## src/core/itx_map.svh

```systemverilog
/*
 * Offsets, field positions, reset values and fixed figures of the interval timer one block.
 * Assumes that it is included by its bare name by the design modules.
 */
`ifndef ITX_MAP_SVH
`define ITX_MAP_SVH

// *****************************************************************
// Register offsets on the parallel register bus.
// *****************************************************************
`define ITX_OFF_CNT_LO   4'h4
`define ITX_OFF_CNT_HI   4'h5
`define ITX_OFF_LAT_LO   4'h6
`define ITX_OFF_LAT_HI   4'h7
`define ITX_OFF_AUX      4'hB

// *****************************************************************
// Field positions in the auxiliary control register.
// *****************************************************************
`define ITX_AUX_FREE_RUN 6
`define ITX_AUX_OUT_EN   7
`define ITX_AUX_UNIT_MSB 5

// *****************************************************************
// Reset values and fixed figures.
// *****************************************************************
`define ITX_RST_BYTE     8'h00
`define ITX_RST_COUNT    16'h0000
`define ITX_RST_AUX      8'h00
`define ITX_WAVE_IDLE    1'b1
`define ITX_CNT_ZERO     16'h0000
`define ITX_CNT_STEP     16'h0001
`define ITX_RD_IDLE      8'h00

`endif

```

## src/core/itx_pkg.sv

```systemverilog
/*
 * Types shared by the interval timer one block: the access strobes, the fields handed to
 * the neighbouring units and the state record of the timer.
 * Assumes the offset header is on the include path.
 */
package itx_pkg;

    // *****************************************************************
    // One-cycle access strobes decoded from the register bus.
    // *****************************************************************
    typedef struct packed {
        logic wr_cnt_lo;   // Write of the low counter byte.
        logic wr_cnt_hi;   // Write of the high counter byte.
        logic wr_lat_lo;   // Write of the low reload latch.
        logic wr_lat_hi;   // Write of the high reload latch.
        logic wr_aux;      // Write of the auxiliary control register.
        logic rd_cnt_lo;   // Read of the low counter byte.
        logic rd_cnt_hi;   // Read of the high counter byte, at either offset.
        logic rd_lat_lo;   // Read of the low reload latch.
        logic rd_aux;      // Read of the auxiliary control register.
    } itx_acc_t;

    // *****************************************************************
    // Auxiliary control fields that belong to the other units.
    // *****************************************************************
    typedef struct packed {
        logic       timer_two_mode;  // Interval timer two pulse counting select.
        logic [2:0] shift_mode;      // Shift register mode, eight encodings.
        logic       latch_port_b;    // Port B input latching enable.
        logic       latch_port_a;    // Port A input latching enable.
    } itx_aux_t;

    // *****************************************************************
    // Whole state of the timer, registered as one record.
    // *****************************************************************
    typedef struct packed {
        logic [15:0] count;     // The 16-bit down-counter.
        logic [7:0]  latch_lo;  // Low reload latch.
        logic [7:0]  latch_hi;  // High reload latch.
        logic [7:0]  aux;       // Auxiliary control register.
        logic        running;   // Set by the first high counter load.
        logic        armed;     // The one-shot flag may still be set.
        logic        flag;      // Timer one flag.
        logic        wave;      // Level of the port B bit 7 output.
        logic        irq_n;     // Interrupt request, active low.
        logic [7:0]  rdata;     // Read data held for the host.
        logic        rdata_oe;  // The block drives the data bus.
    } itx_state_t;

endpackage

```

## src/core/itx_decode.sv

```systemverilog
/*
 * Address decoder of the interval timer one block: turns a bus access into one-cycle strobes.
 * Assumes the select, direction and offset inputs are synchronous to the block clock.
 */
`timescale 1ns/1ps
`include "itx_map.svh"

module itx_decode (
    input  wire logic            bus_cs,    // Access strobe, one cycle per access.
    input  wire logic            bus_rd,    // High for a read, low for a write.
    input  wire logic [3:0]      bus_addr,  // Register offset.
    output itx_pkg::itx_acc_t    acc        // Decoded strobes.
);

    // *****************************************************************
    // Offset match, used once for each offset that a strobe decodes.
    // *****************************************************************
    function automatic logic hit(input logic [3:0] addr, input logic [3:0] off);
        hit = (addr == off);
    endfunction

    logic rd_go;  // A read is taken this cycle.
    logic wr_go;  // A write is taken this cycle.

    assign rd_go = bus_cs & bus_rd;
    assign wr_go = bus_cs & ~bus_rd;

    // Strobes are plain gates; the main module registers every effect.
    always_comb begin
        acc.wr_cnt_lo = wr_go & hit(bus_addr, `ITX_OFF_CNT_LO);
        acc.wr_cnt_hi = wr_go & hit(bus_addr, `ITX_OFF_CNT_HI);
        acc.wr_lat_lo = wr_go & hit(bus_addr, `ITX_OFF_LAT_LO);
        acc.wr_lat_hi = wr_go & hit(bus_addr, `ITX_OFF_LAT_HI);
        acc.wr_aux    = wr_go & hit(bus_addr, `ITX_OFF_AUX);
        acc.rd_cnt_lo = rd_go & hit(bus_addr, `ITX_OFF_CNT_LO);
        // The high counter byte answers at both of its offsets.
        acc.rd_cnt_hi = rd_go & (hit(bus_addr, `ITX_OFF_CNT_HI) | hit(bus_addr, `ITX_OFF_LAT_HI));
        acc.rd_lat_lo = rd_go & hit(bus_addr, `ITX_OFF_LAT_LO);
        acc.rd_aux    = rd_go & hit(bus_addr, `ITX_OFF_AUX);
    end

endmodule

```

## src/core/itx_timer_one.sv

```systemverilog
/*
 * Interval timer one: a 16-bit down-counter with two reload latches, one-shot and free-run
 * operation, an output on port B bit 7 and the timer one flag with its interrupt request.
 * Assumes the register bus and the flag clear and enable inputs are synchronous to clk,
 * and that the interrupt flag and enable registers live in the surrounding logic.
 */
`timescale 1ns/1ps
`include "itx_map.svh"

module itx_timer_one (
    input  wire logic               clk,           // Phase two clock, 10 MHz.
    input  wire logic               rst_n,         // Asynchronous reset, active low.
    input  wire logic               bus_cs,        // Access strobe, one cycle per access.
    input  wire logic               bus_rd,        // High for a read, low for a write.
    input  wire logic [3:0]         bus_addr,      // Register offset.
    input  wire logic [7:0]         bus_wdata,     // Write data.
    output logic      [7:0]         bus_rdata,     // Read data, one cycle after the access.
    output logic                    bus_rdata_oe,  // High while the block drives the data bus.
    input  wire logic               flag_clear,    // Direct write of the flag bit, one cycle.
    input  wire logic               irq_enable,    // Timer one interrupt enable level.
    output logic                    timer_one_flag,       // Timer one flag.
    output logic                    interrupt_request_n,  // Interrupt request, active low.
    output logic                    port_b_bit7_output,   // Timer level for port B bit 7.
    output logic                    port_b_bit7_timer_oe, // Timer owns port B bit 7.
    output itx_pkg::itx_aux_t       aux_fields     // Auxiliary fields of the other units.
);

    // *****************************************************************
    // Declarations.
    // *****************************************************************
    itx_pkg::itx_state_t st_reg;    // Registered state.
    itx_pkg::itx_state_t st_next;   // Next state.
    itx_pkg::itx_acc_t   acc;       // Decoded access strobes.
    logic                zero_ev;   // The running counter stands at zero.
    logic                free_run;  // Continuous operation selected.
    logic                out_en;    // Timer output on port B bit 7 enabled.
    logic                flag_set;  // The flag is set this cycle.
    logic                flag_clr;  // The flag is cleared this cycle.

    // *****************************************************************
    // Access decoding.
    // *****************************************************************
    itx_decode u_decode (
        .bus_cs   (bus_cs),
        .bus_rd   (bus_rd),
        .bus_addr (bus_addr),
        .acc      (acc)
    );

    // *****************************************************************
    // Event terms shared by the next-state logic and the checks.
    // *****************************************************************
    assign free_run = st_reg.aux[`ITX_AUX_FREE_RUN];
    assign out_en   = st_reg.aux[`ITX_AUX_OUT_EN];
    // The counter only times out once software has loaded it.
    assign zero_ev  = st_reg.running & (st_reg.count == `ITX_CNT_ZERO);
    // A one-shot timeout sets the flag only while still armed.
    assign flag_set = zero_ev & (free_run | st_reg.armed);
    // Reading the high byte or the latch is deliberately missing here.
    assign flag_clr = acc.rd_cnt_lo | acc.wr_cnt_hi | acc.wr_lat_hi | flag_clear;

    // *****************************************************************
    // Next-state logic.
    // *****************************************************************
    // All effects of an access land at the edge that takes it.
    always_comb begin
        st_next = st_reg;

        // Counter: a high byte load beats both reload and decrement.
        if (acc.wr_cnt_hi) begin
            // Low latch moves across as the high byte arrives.
            st_next.count   = {bus_wdata, st_reg.latch_lo};
            st_next.running = 1'b1;
            st_next.armed   = 1'b1;
            if (out_en) begin
                st_next.wave = 1'b0;
            end
        end else if (zero_ev && free_run) begin
            // Free-run reload uses whatever the latches hold now.
            st_next.count = {st_reg.latch_hi, st_reg.latch_lo};
        end else if (st_reg.running) begin
            // One-shot rolls through all ones and keeps counting.
            st_next.count = st_reg.count - `ITX_CNT_STEP;
        end

        // Output level and arming at a timeout not overridden by a load.
        if (zero_ev && !acc.wr_cnt_hi) begin
            if (free_run) begin
                if (out_en) begin
                    st_next.wave = ~st_reg.wave;
                end
            end else if (st_reg.armed) begin
                st_next.armed = 1'b0;
                if (out_en) begin
                    st_next.wave = 1'b1;
                end
            end
        end

        // Latches: plain stores that never touch the running count.
        if (acc.wr_cnt_lo || acc.wr_lat_lo) begin
            st_next.latch_lo = bus_wdata;
        end
        if (acc.wr_cnt_hi || acc.wr_lat_hi) begin
            st_next.latch_hi = bus_wdata;
        end
        if (acc.wr_aux) begin
            st_next.aux = bus_wdata;
        end

        // Flag: a timeout in the same cycle as a clear still wins.
        st_next.flag  = flag_set | (st_reg.flag & ~flag_clr);
        st_next.irq_n = ~(st_next.flag & irq_enable);

        // Read data: counter values as they stand at the access edge.
        st_next.rdata_oe = 1'b1;
        if (acc.rd_cnt_lo) begin
            st_next.rdata = st_reg.count[7:0];
        end else if (acc.rd_cnt_hi) begin
            st_next.rdata = st_reg.count[15:8];
        end else if (acc.rd_lat_lo) begin
            st_next.rdata = st_reg.latch_lo;
        end else if (acc.rd_aux) begin
            st_next.rdata = st_reg.aux;
        end else begin
            // Other offsets belong to neighbours, so the bus is released.
            st_next.rdata    = `ITX_RD_IDLE;
            st_next.rdata_oe = 1'b0;
        end
    end

    // *****************************************************************
    // State register.
    // *****************************************************************
    // Reset values are constants; the counter stays idle until loaded.
    always_ff @(posedge clk or negedge rst_n) begin
        if (!rst_n) begin
            st_reg.count    <= `ITX_RST_COUNT;
            st_reg.latch_lo <= `ITX_RST_BYTE;
            st_reg.latch_hi <= `ITX_RST_BYTE;
            st_reg.aux      <= `ITX_RST_AUX;
            st_reg.running  <= 1'b0;
            st_reg.armed    <= 1'b0;
            st_reg.flag     <= 1'b0;
            st_reg.wave     <= `ITX_WAVE_IDLE;
            st_reg.irq_n    <= 1'b1;
            st_reg.rdata    <= `ITX_RD_IDLE;
            st_reg.rdata_oe <= 1'b0;
        end else begin
            st_reg <= st_next;
        end
    end

    // *****************************************************************
    // Outputs, each straight from the state register.
    // *****************************************************************
    assign bus_rdata            = st_reg.rdata;
    assign bus_rdata_oe         = st_reg.rdata_oe;
    assign timer_one_flag       = st_reg.flag;
    assign interrupt_request_n  = st_reg.irq_n;
    assign port_b_bit7_output   = st_reg.wave;
    // With bit seven clear the port register keeps the pin.
    assign port_b_bit7_timer_oe = st_reg.aux[`ITX_AUX_OUT_EN];
    assign aux_fields           = st_reg.aux[`ITX_AUX_UNIT_MSB:0];
endmodule

```

## config.mk

```make
export PLATFORM = sky130hd
export DESIGN_NAME = itx_timer_one
export DESIGN_NICKNAME = d
export VERILOG_FILES = /design/src/core/itx_pkg.sv /design/src/core/itx_decode.sv /design/src/core/itx_timer_one.sv
export VERILOG_INCLUDE_DIRS = /design/src /design/src/core
export SDC_FILE = /design/constraint.sdc
export NUM_CORES = 1
export LEC_CHECK = 0
export BUFFER_PORTS_ARGS = -buffer_cell sky130_fd_sc_hd__buf_2
export CAP_MARGIN = 20
export CORE_MARGIN = 2
export CORE_UTILIZATION = 35
export CTS_CLUSTER_SIZE = 20
export DETAILED_ROUTE_END_ITERATION = 16
export GPL_ROUTABILITY_DRIVEN = 0
export PLACE_DENSITY = 0.66
export SLEW_MARGIN = 20
export SYNTH_ARGS = -nofsm -noshare
export SYNTH_HDL_FRONTEND = slang
export SYNTH_SLANG_ARGS = --single-unit
export TNS_END_PERCENT = 10
```

## constraint.sdc

```tcl
create_clock -name clk -period 1.9 [get_ports clk]
set_input_delay 0.19 -clock clk [delete_from_list [all_inputs] [get_ports clk]]
set_output_delay 0.19 -clock clk [all_outputs]
set_load 0.02 [all_outputs]
```

==> summary.md <==
| Metric | Value |
|---|---|
| Row cnt | `33` |
| CTS sink cnt | `54` |
| Max reg flops | `34` |
| Slowest-stage cell, CP | `or3_1` |
| Lkg Pwr | `1.48 nW` |
| Worst EP required | `~2100 ps` |
| Register area share after synthesis | `between 40% and 50%` |
| Period Utilization, post-route | `97.2%` |
| Die X | `~95 um` |
| Worst reg-to-reg path cell count | `8` |
| Total Power | `roughly 3.4 mW` |
| Via count | `2,319` |
| Die area | `~8900 sq um` |
| Post-Syn Area | `2870 sq um` |
| Post-synth top flop | `dfrtp_1` |
| GRT Util Overall | `between 15 and 20%` |
| Crit Path Category | `reg -> reg` |
| First-pass GRT wire length | `between 10,000 and 15,000 um` |
| Share of layout cells above drive strength 1 | `between 30% and 40%` |
| Drt total wl | `7400 um` |
| Synth async-reset ratio | `100%` |
| Post-layout net count | `~350` |
| DRT Pass-1 Iters | `4` |
| Post-synth EDFFs | `0` |
| Worst-Skew Late Latency | `310 ps` |
| Library cells used by synthesis | `54` |
| Placed inst area | `between 3000 and 4000 sq um` |
| Wire length per cell | `~17 um` |
| Unrepaired setup endpoints after global routing | `true` |
| H-tree depth | `2` |
| Setup crit end kind | `flip-flop` |
| Height of the die | `between 90 and 100 um` |
| Status | `completed` |
| Clock period minus final worst setup slack | `approximately 1800 ps` |
| Hold Fails Final Rpt | `0` |
| Final setup violation count | `0` |
| Fin util | `a little over two fifths` |
| Yosys reg bits | `54` |
| Gate Count Post-Synth | `between 200 and 300` |
| Slew Viols, Final | `0` |
| Crit-path max FO | `3` |
| CP peak stage delay | `about 410 ps` |
| Stages on worst setup path | `8` |
| Worst Path Buf+Inv | `2` |
| Filler Cell Count | `approximately 800` |
| Critical Path Start Type | `flip-flop` |
| Synthesis-to-layout area growth | `19.5%` |
| Fin Clk Skew | `between 5 and 6 ps` |
| DP HPWL | `between 5000 and 6000 um` |
| Slew headroom | `between 60 and 70%` |
| TritonCTS Buffers | `5` |
| Clk root buf | `clkbuf_8` |
| CP Data Arrival Time | `between 2000 and 2500 ps` |
| DRC violations left | `0` |
| IO Pins | `37` |
| Pwr/cell area | `between 900 and 1000 nW/um^2` |
| Core Area | `between 8000 and 9000 sq um` |
| Largest net degree at the start of global routing | `34` |
| Worst-path clk slew | `around 90 ps` |
| Detailed Route Iter0 Violations | `~220` |
| Worst vdd ir | `0.000315 V` |
| Antenna viol nets, final | `0` |
| Mean Syn Cell Area | `around 10 sq um` |
| Syn_nets | `298` |
| Initial antenna violation count | `0` |
| Yosys warning count | `0` |
| Tightest Pin Transition | `around 550 ps` |
| CTS tree | `done` |
| Via/cell ratio | `5.38` |
| Placed Instances | `417` |
| Hold Path Class | `in -> reg` |
| Post-route cell area | `between 3000 and 4000 sq um` |
| GRT overflow | `0` |
| Top achievable clock speed | `between 0.5 and 0.6 GHz` |
| Critical-path cell list | `inv_2, ha_4, buf_6, nor3b_4, nand4_1, or3_1, a21oi_2, a311oi_2` |
| Worst hold slack | `around 110 ps` |
| Top Family by Delay on Critical Path | `simple AND/OR/NAND/NOR gates` |
| Initial core utilization | `between 30% and 40%` |
| Number of max-cap violations | `0` |
| Hold Path Depth | `3` |
| Number of global-route vias before repair | `approximately 2,300` |
| Final cell count without fillers | `431` |
| Antenna diode count | `0` |
| Longest Clk Path Bufs | `2` |
| PortBufs | `36` |
per-layer routing:
layer	share of wire (%)	GRT usage, %	vias to the layer above	wire length (um)
li1	-	-	1081	-
met1	44	22.8	1154	3250
met2	48	27.4	71	3530
met3	6.5	3.59	13	480
met4	1.8	6.76	0	133
met5	0	0	-	0
stage by stage:
step | setup slack, ps | setup TNS (ps)
floorplan | 113 | 0
global placement | 26.4 | 0
detailed placement | -45.7 | -74.7
CTS | -19.2 | -32.0
global route | -42.4 | -134
finish | 52.8 | 0
Yosys cell counts, types with 4 or more instances:
master    instances  share of area (%)
a21oi_1          18                3.1
a221oi_1          5                1.5
buf_2             5               0.87
buf_4            14                3.7
clkbuf_1          5               0.65
dfrtp_1          52                 45
inv_1             9                1.2
mux2_1            6                2.4
mux2_2           16                6.3
nand2_1          26                3.4
nand3_1           5               0.87
nor2_1           26                3.4
nor3_1            4               0.70
o21ai_0           7                1.2
o21ai_1           6                1.0
xnor2_1           8                2.4
xor2_1            5                1.5
where the power goes:
group	switching [mW]	internal, mW	leakage (nW)	total, mW
clock	0.378	0.295	0.0482	0.673
sequential	0.314	1.41	0.660	1.72
combinational	0.487	0.517	0.771	1.00
total	1.18	2.22	1.48	3.40
cell usage in the layout, fill, tap and decap left out, types with 6 or more instances in the layout:
cell	count
buf_2	36
inv_1	7
nand2_1	26
o21ai_1	6
buf_4	25
xnor2_1	8
a21oi_1	16
nor2_1	24
mux2_1	6
o21ai_0	7
clkbuf_8	6
dfrtp_1	52
mux2_2	16
kinds of logic after synthesis:
logic type               synth area share [%]
adder cells (fa/ha/maj)                  1.31
AO/OA/AOI/OAI                            12.8
flip-flops                               47.2
multiplexers                             8.98
buffers and inverters                    6.50
XOR/XNOR                                 3.97
AND/OR/NAND/NOR                          19.3
final timing paths:
check                        startpoint                   end  slack [ps]
min in group asynchronous         rst_n        timer_one_flag         400
setup / recovery             st_reg[39]            st_reg[38]          50
hold reg to reg              st_reg[24]            st_reg[24]         500
max in group asynchronous         rst_n            st_reg[50]         940
setup reg to reg             st_reg[39]            st_reg[38]          50
hold / removal             bus_wdata[7]  port_b_bit7_timer_oe         110
final cells by class:
class | instances | area, sq um | share of cell area (%)
Multi-Input combinational cell | 189 | 1400 | 40.7
Inverter | 10 | 37.5 | 1.09
Timing Repair Buffer | 65 | 419 | 12.2
Clock buffer | 7 | 86.3 | 2.52
Tap cell | 105 | 131 | 3.83
Sequential cell | 54 | 1350 | 39.5
Clock inverter | 1 | 5.00 | 0.146
worst reg2reg max path, cell delays in order (launching register included):
cell and delay (ps):
dfrtp_1 400, inv_2 90, ha_4 140, buf_6 110
nor3b_4 180, nand4_1 200, or3_1 410, a21oi_2 140
a311oi_2 50
repair_timing:
action | in CTS | in global routing
hold buffers | 2 | 0
pin swaps | 0 | 6
gates cloned | 0 | 0
setup buffers | 0 | 4
setup endpoints to repair | 9 | 11
hold endpoints to repair | 20 | 0
gates resized for setup | 1 | 13
No activity file was read; power rests on OpenSTA's default activity.
